--- config.mk ---
export PLATFORM = sky130hd
export DESIGN_NAME = ssb_status_baud
export DESIGN_NICKNAME = d
export VERILOG_FILES = /design/src/inc/ssb_pkg.sv /design/src/logic/ssb_status_baud.sv
export SDC_FILE = /design/constraint.sdc
export NUM_CORES = 1
export LEC_CHECK = 0
export ABC_CLOCK_PERIOD_IN_PS = 3200
export BUFFER_PORTS_ARGS = -buffer_cell sky130_fd_sc_hd__buf_2
export CAP_MARGIN = 10
export CORE_AREA = 2 2 95 97
export CTS_CLUSTER_SIZE = 14
export DETAILED_ROUTE_END_ITERATION = 16
export DIE_AREA = 0 0 97 99
export PLACE_DENSITY = 0.79
export SLEW_MARGIN = 20
export SYNTH_ARGS = -nofsm -noshare
export SYNTH_HDL_FRONTEND = slang
export SYNTH_SLANG_ARGS = --single-unit
--- constraint.sdc ---
create_clock -name ref_clk_i -period 3.2 [get_ports ref_clk_i]
set_input_delay 0.64 -clock ref_clk_i [delete_from_list [all_inputs] [get_ports ref_clk_i]]
set_output_delay 0.64 -clock ref_clk_i [all_outputs]
set_load 0.02 [all_outputs]
--- src/inc/ssb_pkg.sv ---
// Package: register map, field positions, reset values and rate constants
package ssb_pkg;
   // Register byte offsets on the Wishbone bus
   localparam logic [3:0] ADDR_STATUS  = 4'h0;
   localparam logic [3:0] ADDR_DIVIDER = 4'h4;
   localparam logic [3:0] ADDR_CONTROL = 4'h8;
   localparam logic [3:0] ADDR_FORMAT  = 4'hC;
   // Status register fields
   localparam int ST_TDE  = 7;
   localparam int ST_RDF  = 6;
   localparam int ST_OVR  = 5;
   localparam int ST_FRM  = 4;
   localparam int ST_PAR  = 3;
   localparam int ST_TX_END_FLAG = 2;
   localparam int ST_MPR  = 1;
   localparam int ST_MPT  = 0;
   // Control register fields
   localparam int CT_TXEN = 5;
   localparam int CT_RXEN = 4;
   localparam int CT_TX_END_IRQ_ENABLE = 2;
   localparam int CT_EXTC = 1;
   localparam int CT_CKOE = 0;
   // Format register fields
   localparam int FM_SYNC = 7;
   localparam int FM_PEN  = 5;
   localparam int FM_MP   = 2;
   localparam int FM_CKS  = 0;
   // Reset values
   localparam logic [7:0] STATUS_RST  = 8'h84;
   localparam logic [7:0] DIVIDER_RST = 8'hFF;
   localparam logic [7:0] CONTROL_RST = 8'h00;
   localparam logic [7:0] FORMAT_RST  = 8'h00;
   // Divider ticks per half bit at n=0: async 32/2, sync 4/2
   localparam logic [5:0] ASYNC_BASE = 6'h10;
   localparam logic [5:0] SYNC_BASE  = 6'h02;
   localparam int         CKS_W      = 2;
endpackage

--- src/logic/ssb_status_baud.sv ---
// Serial status flags, clock pin selection and bit-rate generator
//
// Summary of operation
// - Ext clock select 1 takes clock from pin; 0 uses internal, drives pin in sync.
// - Async internal clock: clock out enable drives bit clock on pin, else pin free.
// - Clock out enable ignored with external clock or synchronous mode.
// - Status resets to 84h on reset and standby entry.
// - Upper five flags cleared by writing 0, ones ignored; tx end, rx bit read-only.
// - A zero write clears a flag only after reading it set.
// - Tx empty set on holding-to-shifter move and when transmit is disabled.
// - Rx full set when error-free character moves into holding register.
// - Overrun set when another character completes while rx full is set.
// - Framing flag set on zero stop bit in asynchronous mode only.
// - Parity flag set on parity mismatch in async parity formats only.
// - Tx end set when transmit disabled or character ends with tx empty set.
// - Tx end cleared by the same read-then-zero-write sequence as tx empty.
// - Tx end interrupt requested while flag set and its enable is one.
// - Received multiprocessor bit captured only in async multiprocessor reception.
// - Tx multiprocessor bit buffered and moves with the holding byte.
// - Divider register resets to FFh on reset and standby.
// - Async rate F/(64*2^(2n-1)*(N+1)), n picks system or prescaled clock.
// - Prescaled rates halve when peripheral clock runs at half system clock.
// - Sync rate F/(8*2^(2n-1)*(N+1)) with same divider and select.
//
// Added by the designer: register access over Wishbone and the placing of the registers.
`timescale 1ns/1ps
module ssb_status_baud
(
   // Clock and reset
   input  wire logic        ref_clk_i,
   input  wire logic        rst_i,
   input  wire logic        standby_i,
   input  wire logic        periph_half_i,
   // Wishbone slave
   input  wire logic        wb_cyc_i,
   input  wire logic        wb_stb_i,
   input  wire logic        wb_we_i,
   input  wire logic [3:0]  wb_adr_i,
   input  wire logic [3:0]  wb_sel_i,
   input  wire logic [31:0] wb_dat_i,
   output logic      [31:0] wb_dat_o,
   output logic             wb_ack_o,
   // Shift-register events from the frame logic
   input  wire logic        tx_load_i,
   input  wire logic        tx_char_done_i,
   input  wire logic        rx_char_done_i,
   input  wire logic        rx_stop_bad_i,
   input  wire logic        rx_parity_bad_i,
   input  wire logic        rx_mp_bit_i,
   // To the frame logic
   output logic             tx_mp_bit_o,
   output logic             rx_store_o,
   output logic             tx_enable_o,
   output logic             rx_enable_o,
   output logic             sync_mode_o,
   output logic             bit_tick_o,
   output logic             tx_end_irq_o,
   // Serial clock pin
   input  wire logic        sck_i,
   output logic             sck_o,
   output logic             sck_oe_o,
   output logic             ext_clk_o
);
   import ssb_pkg::*;

   logic [7:0] status_ff;
   logic [7:0] divider_ff;
   logic [7:0] control_ff;
   logic [7:0] format_ff;
   logic [7:0] seen_ff;
   logic       mpt_buf_ff;
   logic       ack_ff;
   logic       sck_s1_ff;
   logic       sck_s2_ff;
   logic [7:0] nxt_status;
   logic [7:0] nxt_seen;
   logic       wr_stb;
   logic       rd_stb;
   logic       sync_m;
   logic       mp_fmt;
   logic [7:0] status_rd;

   function automatic logic hit(input logic [3:0] adr, input logic [3:0] off);
      hit = (adr == off);
   endfunction

   assign sync_m      = format_ff[FM_SYNC];
   assign mp_fmt      = format_ff[FM_MP] & ~sync_m;
   assign tx_enable_o = control_ff[CT_TXEN];
   assign rx_enable_o = control_ff[CT_RXEN];
   assign sync_mode_o = sync_m;
   assign wr_stb      = wb_cyc_i & wb_stb_i & ~ack_ff & wb_we_i & wb_sel_i[0];
   assign rd_stb      = wb_cyc_i & wb_stb_i & ~ack_ff & ~wb_we_i;
   assign status_rd   = {status_ff[7:1], mpt_buf_ff};

   // One wait state; ack drops the cycle after it is given
   always_ff @(posedge ref_clk_i or posedge rst_i)
   begin
      if (rst_i)
         ack_ff <= 1'b0;
      else
         ack_ff <= wb_cyc_i & wb_stb_i & ~ack_ff;
   end
   assign wb_ack_o = ack_ff;

   // Read data registered with the access
   always_ff @(posedge ref_clk_i or posedge rst_i)
   begin
      if (rst_i)
         wb_dat_o <= 32'h0000_0000;
      else if (rd_stb)
      begin
         if (hit(wb_adr_i, ADDR_STATUS))
            wb_dat_o <= {24'h00_0000, status_rd};
         else if (hit(wb_adr_i, ADDR_DIVIDER))
            wb_dat_o <= {24'h00_0000, divider_ff};
         else if (hit(wb_adr_i, ADDR_CONTROL))
            wb_dat_o <= {24'h00_0000, control_ff};
         else if (hit(wb_adr_i, ADDR_FORMAT))
            wb_dat_o <= {24'h00_0000, format_ff};
         else
            wb_dat_o <= 32'h0000_0000;
      end
   end

   // Control, format, divider; standby acts as a synchronous reset
   always_ff @(posedge ref_clk_i or posedge rst_i)
   begin
      if (rst_i)
      begin
         divider_ff <= DIVIDER_RST;
         control_ff <= CONTROL_RST;
         format_ff  <= FORMAT_RST;
      end
      else if (standby_i)
      begin
         divider_ff <= DIVIDER_RST;
         control_ff <= CONTROL_RST;
         format_ff  <= FORMAT_RST;
      end
      else if (wr_stb)
      begin
         if (hit(wb_adr_i, ADDR_DIVIDER))
            divider_ff <= wb_dat_i[7:0];
         if (hit(wb_adr_i, ADDR_CONTROL))
            control_ff <= wb_dat_i[7:0];
         if (hit(wb_adr_i, ADDR_FORMAT))
            format_ff <= wb_dat_i[7:0];
      end
   end

   // Status next state; hardware set wins over a software clear
   always_comb
   begin
      nxt_status = status_ff;
      nxt_seen   = seen_ff;
      if (rd_stb && hit(wb_adr_i, ADDR_STATUS))
         nxt_seen = seen_ff | status_ff;
      if (wr_stb && hit(wb_adr_i, ADDR_STATUS))
      begin
         for (int i = ST_PAR; i <= ST_TDE; i++)
         begin
            if (!wb_dat_i[i] && seen_ff[i] && status_ff[i])
            begin
               nxt_status[i] = 1'b0;
               nxt_seen[i]   = 1'b0;
            end
         end
         if (!wb_dat_i[ST_TDE] && seen_ff[ST_TDE] && status_ff[ST_TDE])
            nxt_status[ST_TX_END_FLAG] = 1'b0;
      end
      if (tx_load_i || !tx_enable_o)
         nxt_status[ST_TDE] = 1'b1;
      if (!tx_enable_o || (tx_char_done_i && status_ff[ST_TDE]))
         nxt_status[ST_TX_END_FLAG] = 1'b1;
      if (rx_char_done_i && rx_enable_o)
      begin
         if (status_ff[ST_RDF])
            nxt_status[ST_OVR] = 1'b1;
         else if (rx_store_o)
            nxt_status[ST_RDF] = 1'b1;
         if (!sync_m && rx_stop_bad_i)
            nxt_status[ST_FRM] = 1'b1;
         if (!sync_m && !mp_fmt && format_ff[FM_PEN] && rx_parity_bad_i)
            nxt_status[ST_PAR] = 1'b1;
         if (mp_fmt)
            nxt_status[ST_MPR] = rx_mp_bit_i;
      end
      if (wr_stb && hit(wb_adr_i, ADDR_STATUS))
         nxt_status[ST_MPT] = wb_dat_i[ST_MPT];
      nxt_seen = nxt_seen & nxt_status;
   end

   // Error-free character only reaches the holding register
   assign rx_store_o = rx_char_done_i & rx_enable_o & ~status_ff[ST_RDF]
                     & (sync_m | ~rx_stop_bad_i)
                     & (sync_m | mp_fmt | ~format_ff[FM_PEN] | ~rx_parity_bad_i);

   always_ff @(posedge ref_clk_i or posedge rst_i)
   begin
      if (rst_i)
      begin
         status_ff <= STATUS_RST;
         seen_ff   <= 8'h00;
      end
      else if (standby_i)
      begin
         status_ff <= STATUS_RST;
         seen_ff   <= 8'h00;
      end
      else
      begin
         status_ff <= nxt_status;
         seen_ff   <= nxt_seen;
      end
   end

   // Tx multiprocessor bit follows the byte into the shifter
   always_ff @(posedge ref_clk_i or posedge rst_i)
   begin
      if (rst_i)
         mpt_buf_ff <= 1'b0;
      else if (standby_i)
         mpt_buf_ff <= 1'b0;
      else if (wr_stb && hit(wb_adr_i, ADDR_STATUS))
         mpt_buf_ff <= wb_dat_i[ST_MPT];
   end

   always_ff @(posedge ref_clk_i or posedge rst_i)
   begin
      if (rst_i)
         tx_mp_bit_o <= 1'b0;
      else if (tx_load_i)
         tx_mp_bit_o <= mpt_buf_ff & mp_fmt;
   end

   assign tx_end_irq_o = control_ff[CT_TX_END_IRQ_ENABLE] & status_ff[ST_TX_END_FLAG];

   // Bit-rate generator: prescaler, divider, then half-bit stage
   logic [6:0]  pre_ff;
   logic        half_ff;
   logic [5:0]  base_ff;
   logic [7:0]  div_ff;
   logic        pre_tick;
   logic        pre_en;
   logic        div_tick;
   logic        base_tick;
   logic        clk_out_ff;
   logic [6:0]  pre_lim;

   // Prescaled codes run from the peripheral clock, half rate when selected
   always_comb
   begin
      case (format_ff[FM_CKS +: CKS_W])
         2'b00:   pre_lim = 7'h00;
         2'b01:   pre_lim = 7'h03;
         2'b10:   pre_lim = 7'h0F;
         default: pre_lim = 7'h3F;
      endcase
   end

   always_ff @(posedge ref_clk_i or posedge rst_i)
   begin
      if (rst_i)
         half_ff <= 1'b0;
      else
         half_ff <= ~half_ff;
   end

   // Prescaler only advances on peripheral clock cycles, halving prescaled rates
   assign pre_en   = (format_ff[FM_CKS +: CKS_W] == 2'b00) | ~periph_half_i | half_ff;
   assign pre_tick = (pre_ff == pre_lim) & pre_en;

   always_ff @(posedge ref_clk_i or posedge rst_i)
   begin
      if (rst_i)
         pre_ff <= 7'h00;
      else if (pre_en)
         pre_ff <= (pre_ff >= pre_lim) ? 7'h00 : pre_ff + 7'h01;
   end

   assign div_tick = pre_tick & (div_ff == 8'h00);

   always_ff @(posedge ref_clk_i or posedge rst_i)
   begin
      if (rst_i)
         div_ff <= DIVIDER_RST;
      else if (div_tick || div_ff > divider_ff)
         div_ff <= divider_ff;
      else if (pre_tick)
         div_ff <= div_ff - 8'h01;
   end

   // Base stage: 16 or 2 divider ticks per half bit period
   assign base_tick = div_tick & (base_ff == 6'h01);

   always_ff @(posedge ref_clk_i or posedge rst_i)
   begin
      if (rst_i)
         base_ff <= ASYNC_BASE;
      else if (base_tick || base_ff == 6'h00)
         base_ff <= sync_m ? SYNC_BASE : ASYNC_BASE;
      else if (div_tick)
         base_ff <= base_ff - 6'h01;
   end

   always_ff @(posedge ref_clk_i or posedge rst_i)
   begin
      if (rst_i)
         clk_out_ff <= 1'b1;
      else if (!tx_enable_o && !rx_enable_o && !sync_m)
         clk_out_ff <= 1'b1;
      else if (base_tick)
         clk_out_ff <= ~clk_out_ff;
   end

   // External clock pin synchroniser
   always_ff @(posedge ref_clk_i or posedge rst_i)
   begin
      if (rst_i)
      begin
         sck_s1_ff <= 1'b1;
         sck_s2_ff <= 1'b1;
      end
      else
      begin
         sck_s1_ff <= sck_i;
         sck_s2_ff <= sck_s1_ff;
      end
   end

   // Bit tick: internal rising clock edge only; held low with external clock
   always_ff @(posedge ref_clk_i or posedge rst_i)
   begin
      if (rst_i)
         bit_tick_o <= 1'b0;
      else if (control_ff[CT_EXTC])
         bit_tick_o <= 1'b0;
      else
         bit_tick_o <= base_tick & ~clk_out_ff;
   end

   assign ext_clk_o = control_ff[CT_EXTC] ? sck_s2_ff : clk_out_ff;
   assign sck_o     = clk_out_ff;
   // Clock out enable only matters for async internal clocking
   assign sck_oe_o  = ~control_ff[CT_EXTC]
                    & (sync_m | control_ff[CT_CKOE]);

endmodule // ssb_status_baud

==> flow_summary_export.csv <==
group,metric,value,unit
run_status,status,"complete, no violations",
cts,clk_path_buf_depth,2,
yosys,synthDistinctLibCells,64,
worst_setup_path,r2r_end,"div_ff[4]",
run,max-cap-violations,0,
finish,antennaDiodeCount,0,
finish,layout_common_cells,"nor2_1 (58), dfrtp_1 (51), buf_2 (45)",
timing,setup_viol,0,
drt,wl_per_cell,16.2,um
floorplanning,num_rows,34,
worst_setup_path,path_cells,"inv_1 > ha_1 > nand2_1 > nor2_1 > a211oi_1 > o2bb2ai_1 > nor2_2 > o22a_1",
worst_setup_path,cp-end-kind,"flip-flop",
yosys,syn_inst,422,
cts,clkLatencyLatePin,0.35,ns
worst_setup_path,rr_worst_depth,8,
worst_setup_path,crit_cells,8,
worst_setup_path,endpoint,"div_ff[4]",
hold_path,hp-start,"sck_s1_ff",
yosys,syn_area,4170,um2
cts,cts-resized-gates,0,
drt,postRouteAntennaNets,0,
place,post-place-ws,0.800,ns
yosys,synth_top_cell_by_area,"dfrtp_1",
worst_setup_path,max_stage_delay,0.74,ns
global_routing,grt_pass1_vias,3226,
floorplanning,die_area,9600,um2
cts,cts.sinks,73,
yosys,ys_ff_latch,73,
global_routing,grt_max_degree,74,
floorplanning,io_pins,97,
pwr,power_density,543,nW/um2
cts,cts_tree,"yes",
floorplanning,die_x,97,um
pwr,p_switching,780,uW
worst_setup_path,r2r_slack,0.76,ns
worst_setup_path,crit_fanout,12,
pwr,intPower,1740,uW
timing,rsz0062_at_grt,"false",
cts,ctsHoldBuffers,0,
cts,cts_setup_buffers,0,
drt,drt_iter0_markers,190,
finish,nets,541,
pwr,ir_drop,275,uV
drt,drc,0,
drt,vias_per_cell,5.70,
yosys,ys_async_sr_fraction,1.00,
yosys,syn_avg_cell_area,9.89,um2
hold_path,hp-class,"reg -> reg",
finish,area_growth,11.0,%
timing,worstMarginPinSlew,0.919,ns
pwr,combPwrFrac,0.210,
place,numPortBuffers,45,
worst_setup_path,r2r-start,"divider_ff[7]",
timing,slew_headroom,0.387,
timing,final_hold_viol_count,0,
pwr,pwr-share-clk,0.326,
place,gp_congestion,0.815,
worst_setup_path,crit_required,3.47,ns
global_routing,grt_remaining_overflow,0,
timing,worst_slack,0.756,ns
global_routing,antenna_found_initial,0,
floorplanning,coreArea,8550,um2
worst_setup_path,crit_arrival,2.71,ns
timing,slew_violations,0,
drt,firstDrtPassIters,5,
global_routing,grt_usage,0.202,
finish,mostFrequentLayoutCell,"nor2_1",
worst_setup_path,cp-start-kind,"flip-flop",
finish,layout-drive-gt1-share,0.218,
timing,min_period_over_period,0.764,
cts,htreeDepth,3,
yosys,synth_flop_cell,"dfrtp_1",
cts,root_buffer,"clkbuf_8",
yosys,synth.top_cell.area_share,0.306,
worst_setup_path,path_class,"reg -> reg",
yosys,synth_area_leaders,"dfrtp_1 (31%), dfstp_2 (14%), ha_1 (5.7%), nor2_1 (5.2%), mux2i_1 (4.8%)",
drt,drt_wl_total,9400,um
yosys,synth-edff-count,0,
yosys,yosysSeqAreaShare,0.445,
cts,cts_buffers,9,
drt,vias,3310,
timing,fmax,409,MHz
floorplanning,initial_utilization,0.488,
cts,clk_pin_slew_worst_paths,0.09,ns
place,hpwl,6730,um
timing,fin_skew,0.0131,ns
pwr,totalPowerFinal,2520,uW
worst_setup_path,critical_path.top_delay_family,"compound AO/OA/AOI/OAI gates",
global_routing,grt_pass1_wl,15700,um
floorplanning,die_h,99,um
timing,setup_tns,0,ns
worst_setup_path,path_buf_inv,1,
pwr,total_leakage_power,0.00218,uW
pwr,p_seq_frac,0.465,
yosys,ys.warnings.count,0,
worst_setup_path,worstSetupStartpoint,"divider_ff[7]",
pwr,swShare,0.310,
timing,fin_crit,2.44,ns
worst_setup_path,slowest_stage,"o2bb2ai_1",
[cell type report]
type                       count  area, um2
sequential                    73       1850
clock inverter                 4       76.3
fill                         740       3920
clock buffer                  12        145
multi-input combinational    312       2090
timing repair buffer          46        233
inverter                      26       97.6
tap                          108        135
[routing by layer]
layer,track usage,share of wire,vias to the layer above
li1,-,-,1552
met1,0.279,0.45,1612
met2,0.315,0.47,131
met3,0.0340,0.063,15
met4,0.0899,0.017,0
met5,0,0,-
[registers in the layout, summed over array words and instances, names as in the netlist, 5 cells and up]
register	cells
control_ff	8
div_ff	8
divider_ff	8
format_ff	8
wb_dat_o	8
pre_ff	7
status_ff	7
base_ff	6
seen_ff	5
[worst min path at each step]
| stage | slack, ns | cells after the start | end |
|---|---|---|---|
| 2_1_floorplan | 0.35 | 0 | sck_s2_ff |
| 3_3_place_gp | 0.35 | 0 | sck_s2_ff |
| 3_5_place_dp | 0.35 | 0 | sck_s2_ff |
| 4_1_cts | 0.36 | 0 | sck_s2_ff |
| 5_1_grt | 0.37 | 0 | sck_s2_ff |
| 6_report | 0.36 | 0 | sck_s2_ff |
[power by group through the flow]
stage	logic, uW	clock network, uW	registers [uW]
final	527	820	1170
after global routing	591	863	1190
after CTS	528	826	1170
after detailed placement	519	0	1180
after global placement	496	0	1170
after floorplan	422	0	1160
[cells by family (layout without fill, tap and decap cells)]
group / Yosys count / after routing / share of synthesized area
xor gates and xnor gates: 6 / 6 / 0.0126
muxes: 29 / 29 / 0.0939
AOI/OAI and AO/OA: 89 / 89 / 0.146
and+or+nand+nor: 145 / 145 / 0.169
DFF: 73 / 73 / 0.445
other: 1 / 24 / 0.000899
adders and majority gates: 19 / 19 / 0.0570
buffers and inverters: 60 / 88 / 0.0756
[through the flow]
stage	area (um2)	std cells	utilization	hold WS, ns
floorplan	4260	445	-	0.345
global placement	4410	565	0.516	0.349
detailed placement	4410	565	0.516	0.353
CTS	4630	581	0.541	0.360
global route	4630	581	0.541	0.365
finish	4630	581	0.541	0.360
[Yosys cell counts, types with 3 or more instances]
cell      instances
a21oi_1          18
a22o_1            8
a31oi_1           5
buf_4            24
clkbuf_1          9
dfrtp_1          51
dfstp_2          22
ha_1             19
inv_1            25
mux2i_1          20
mux4_2            8
nand2_1          35
nand2b_1          4
nand3_1           8
nand4_1           4
nor2_1           58
nor3_1            9
nor4_1            4
o211ai_1          7
o21a_1            3
o21ai_0          21
o22a_1            4
or3_1             3
xnor2_1           3
xor2_1            3
[worst reg2reg max path: cells and delay by family, from the launching register on]
kind	cells	cell delay [ns]
simple gates	3	0.34
flops	1	0.54
compound gates	3	1.06
fa+ha+maj	1	0.33
buf+inv	1	0.09
Note: power is estimated with default switching activity, not from simulation.
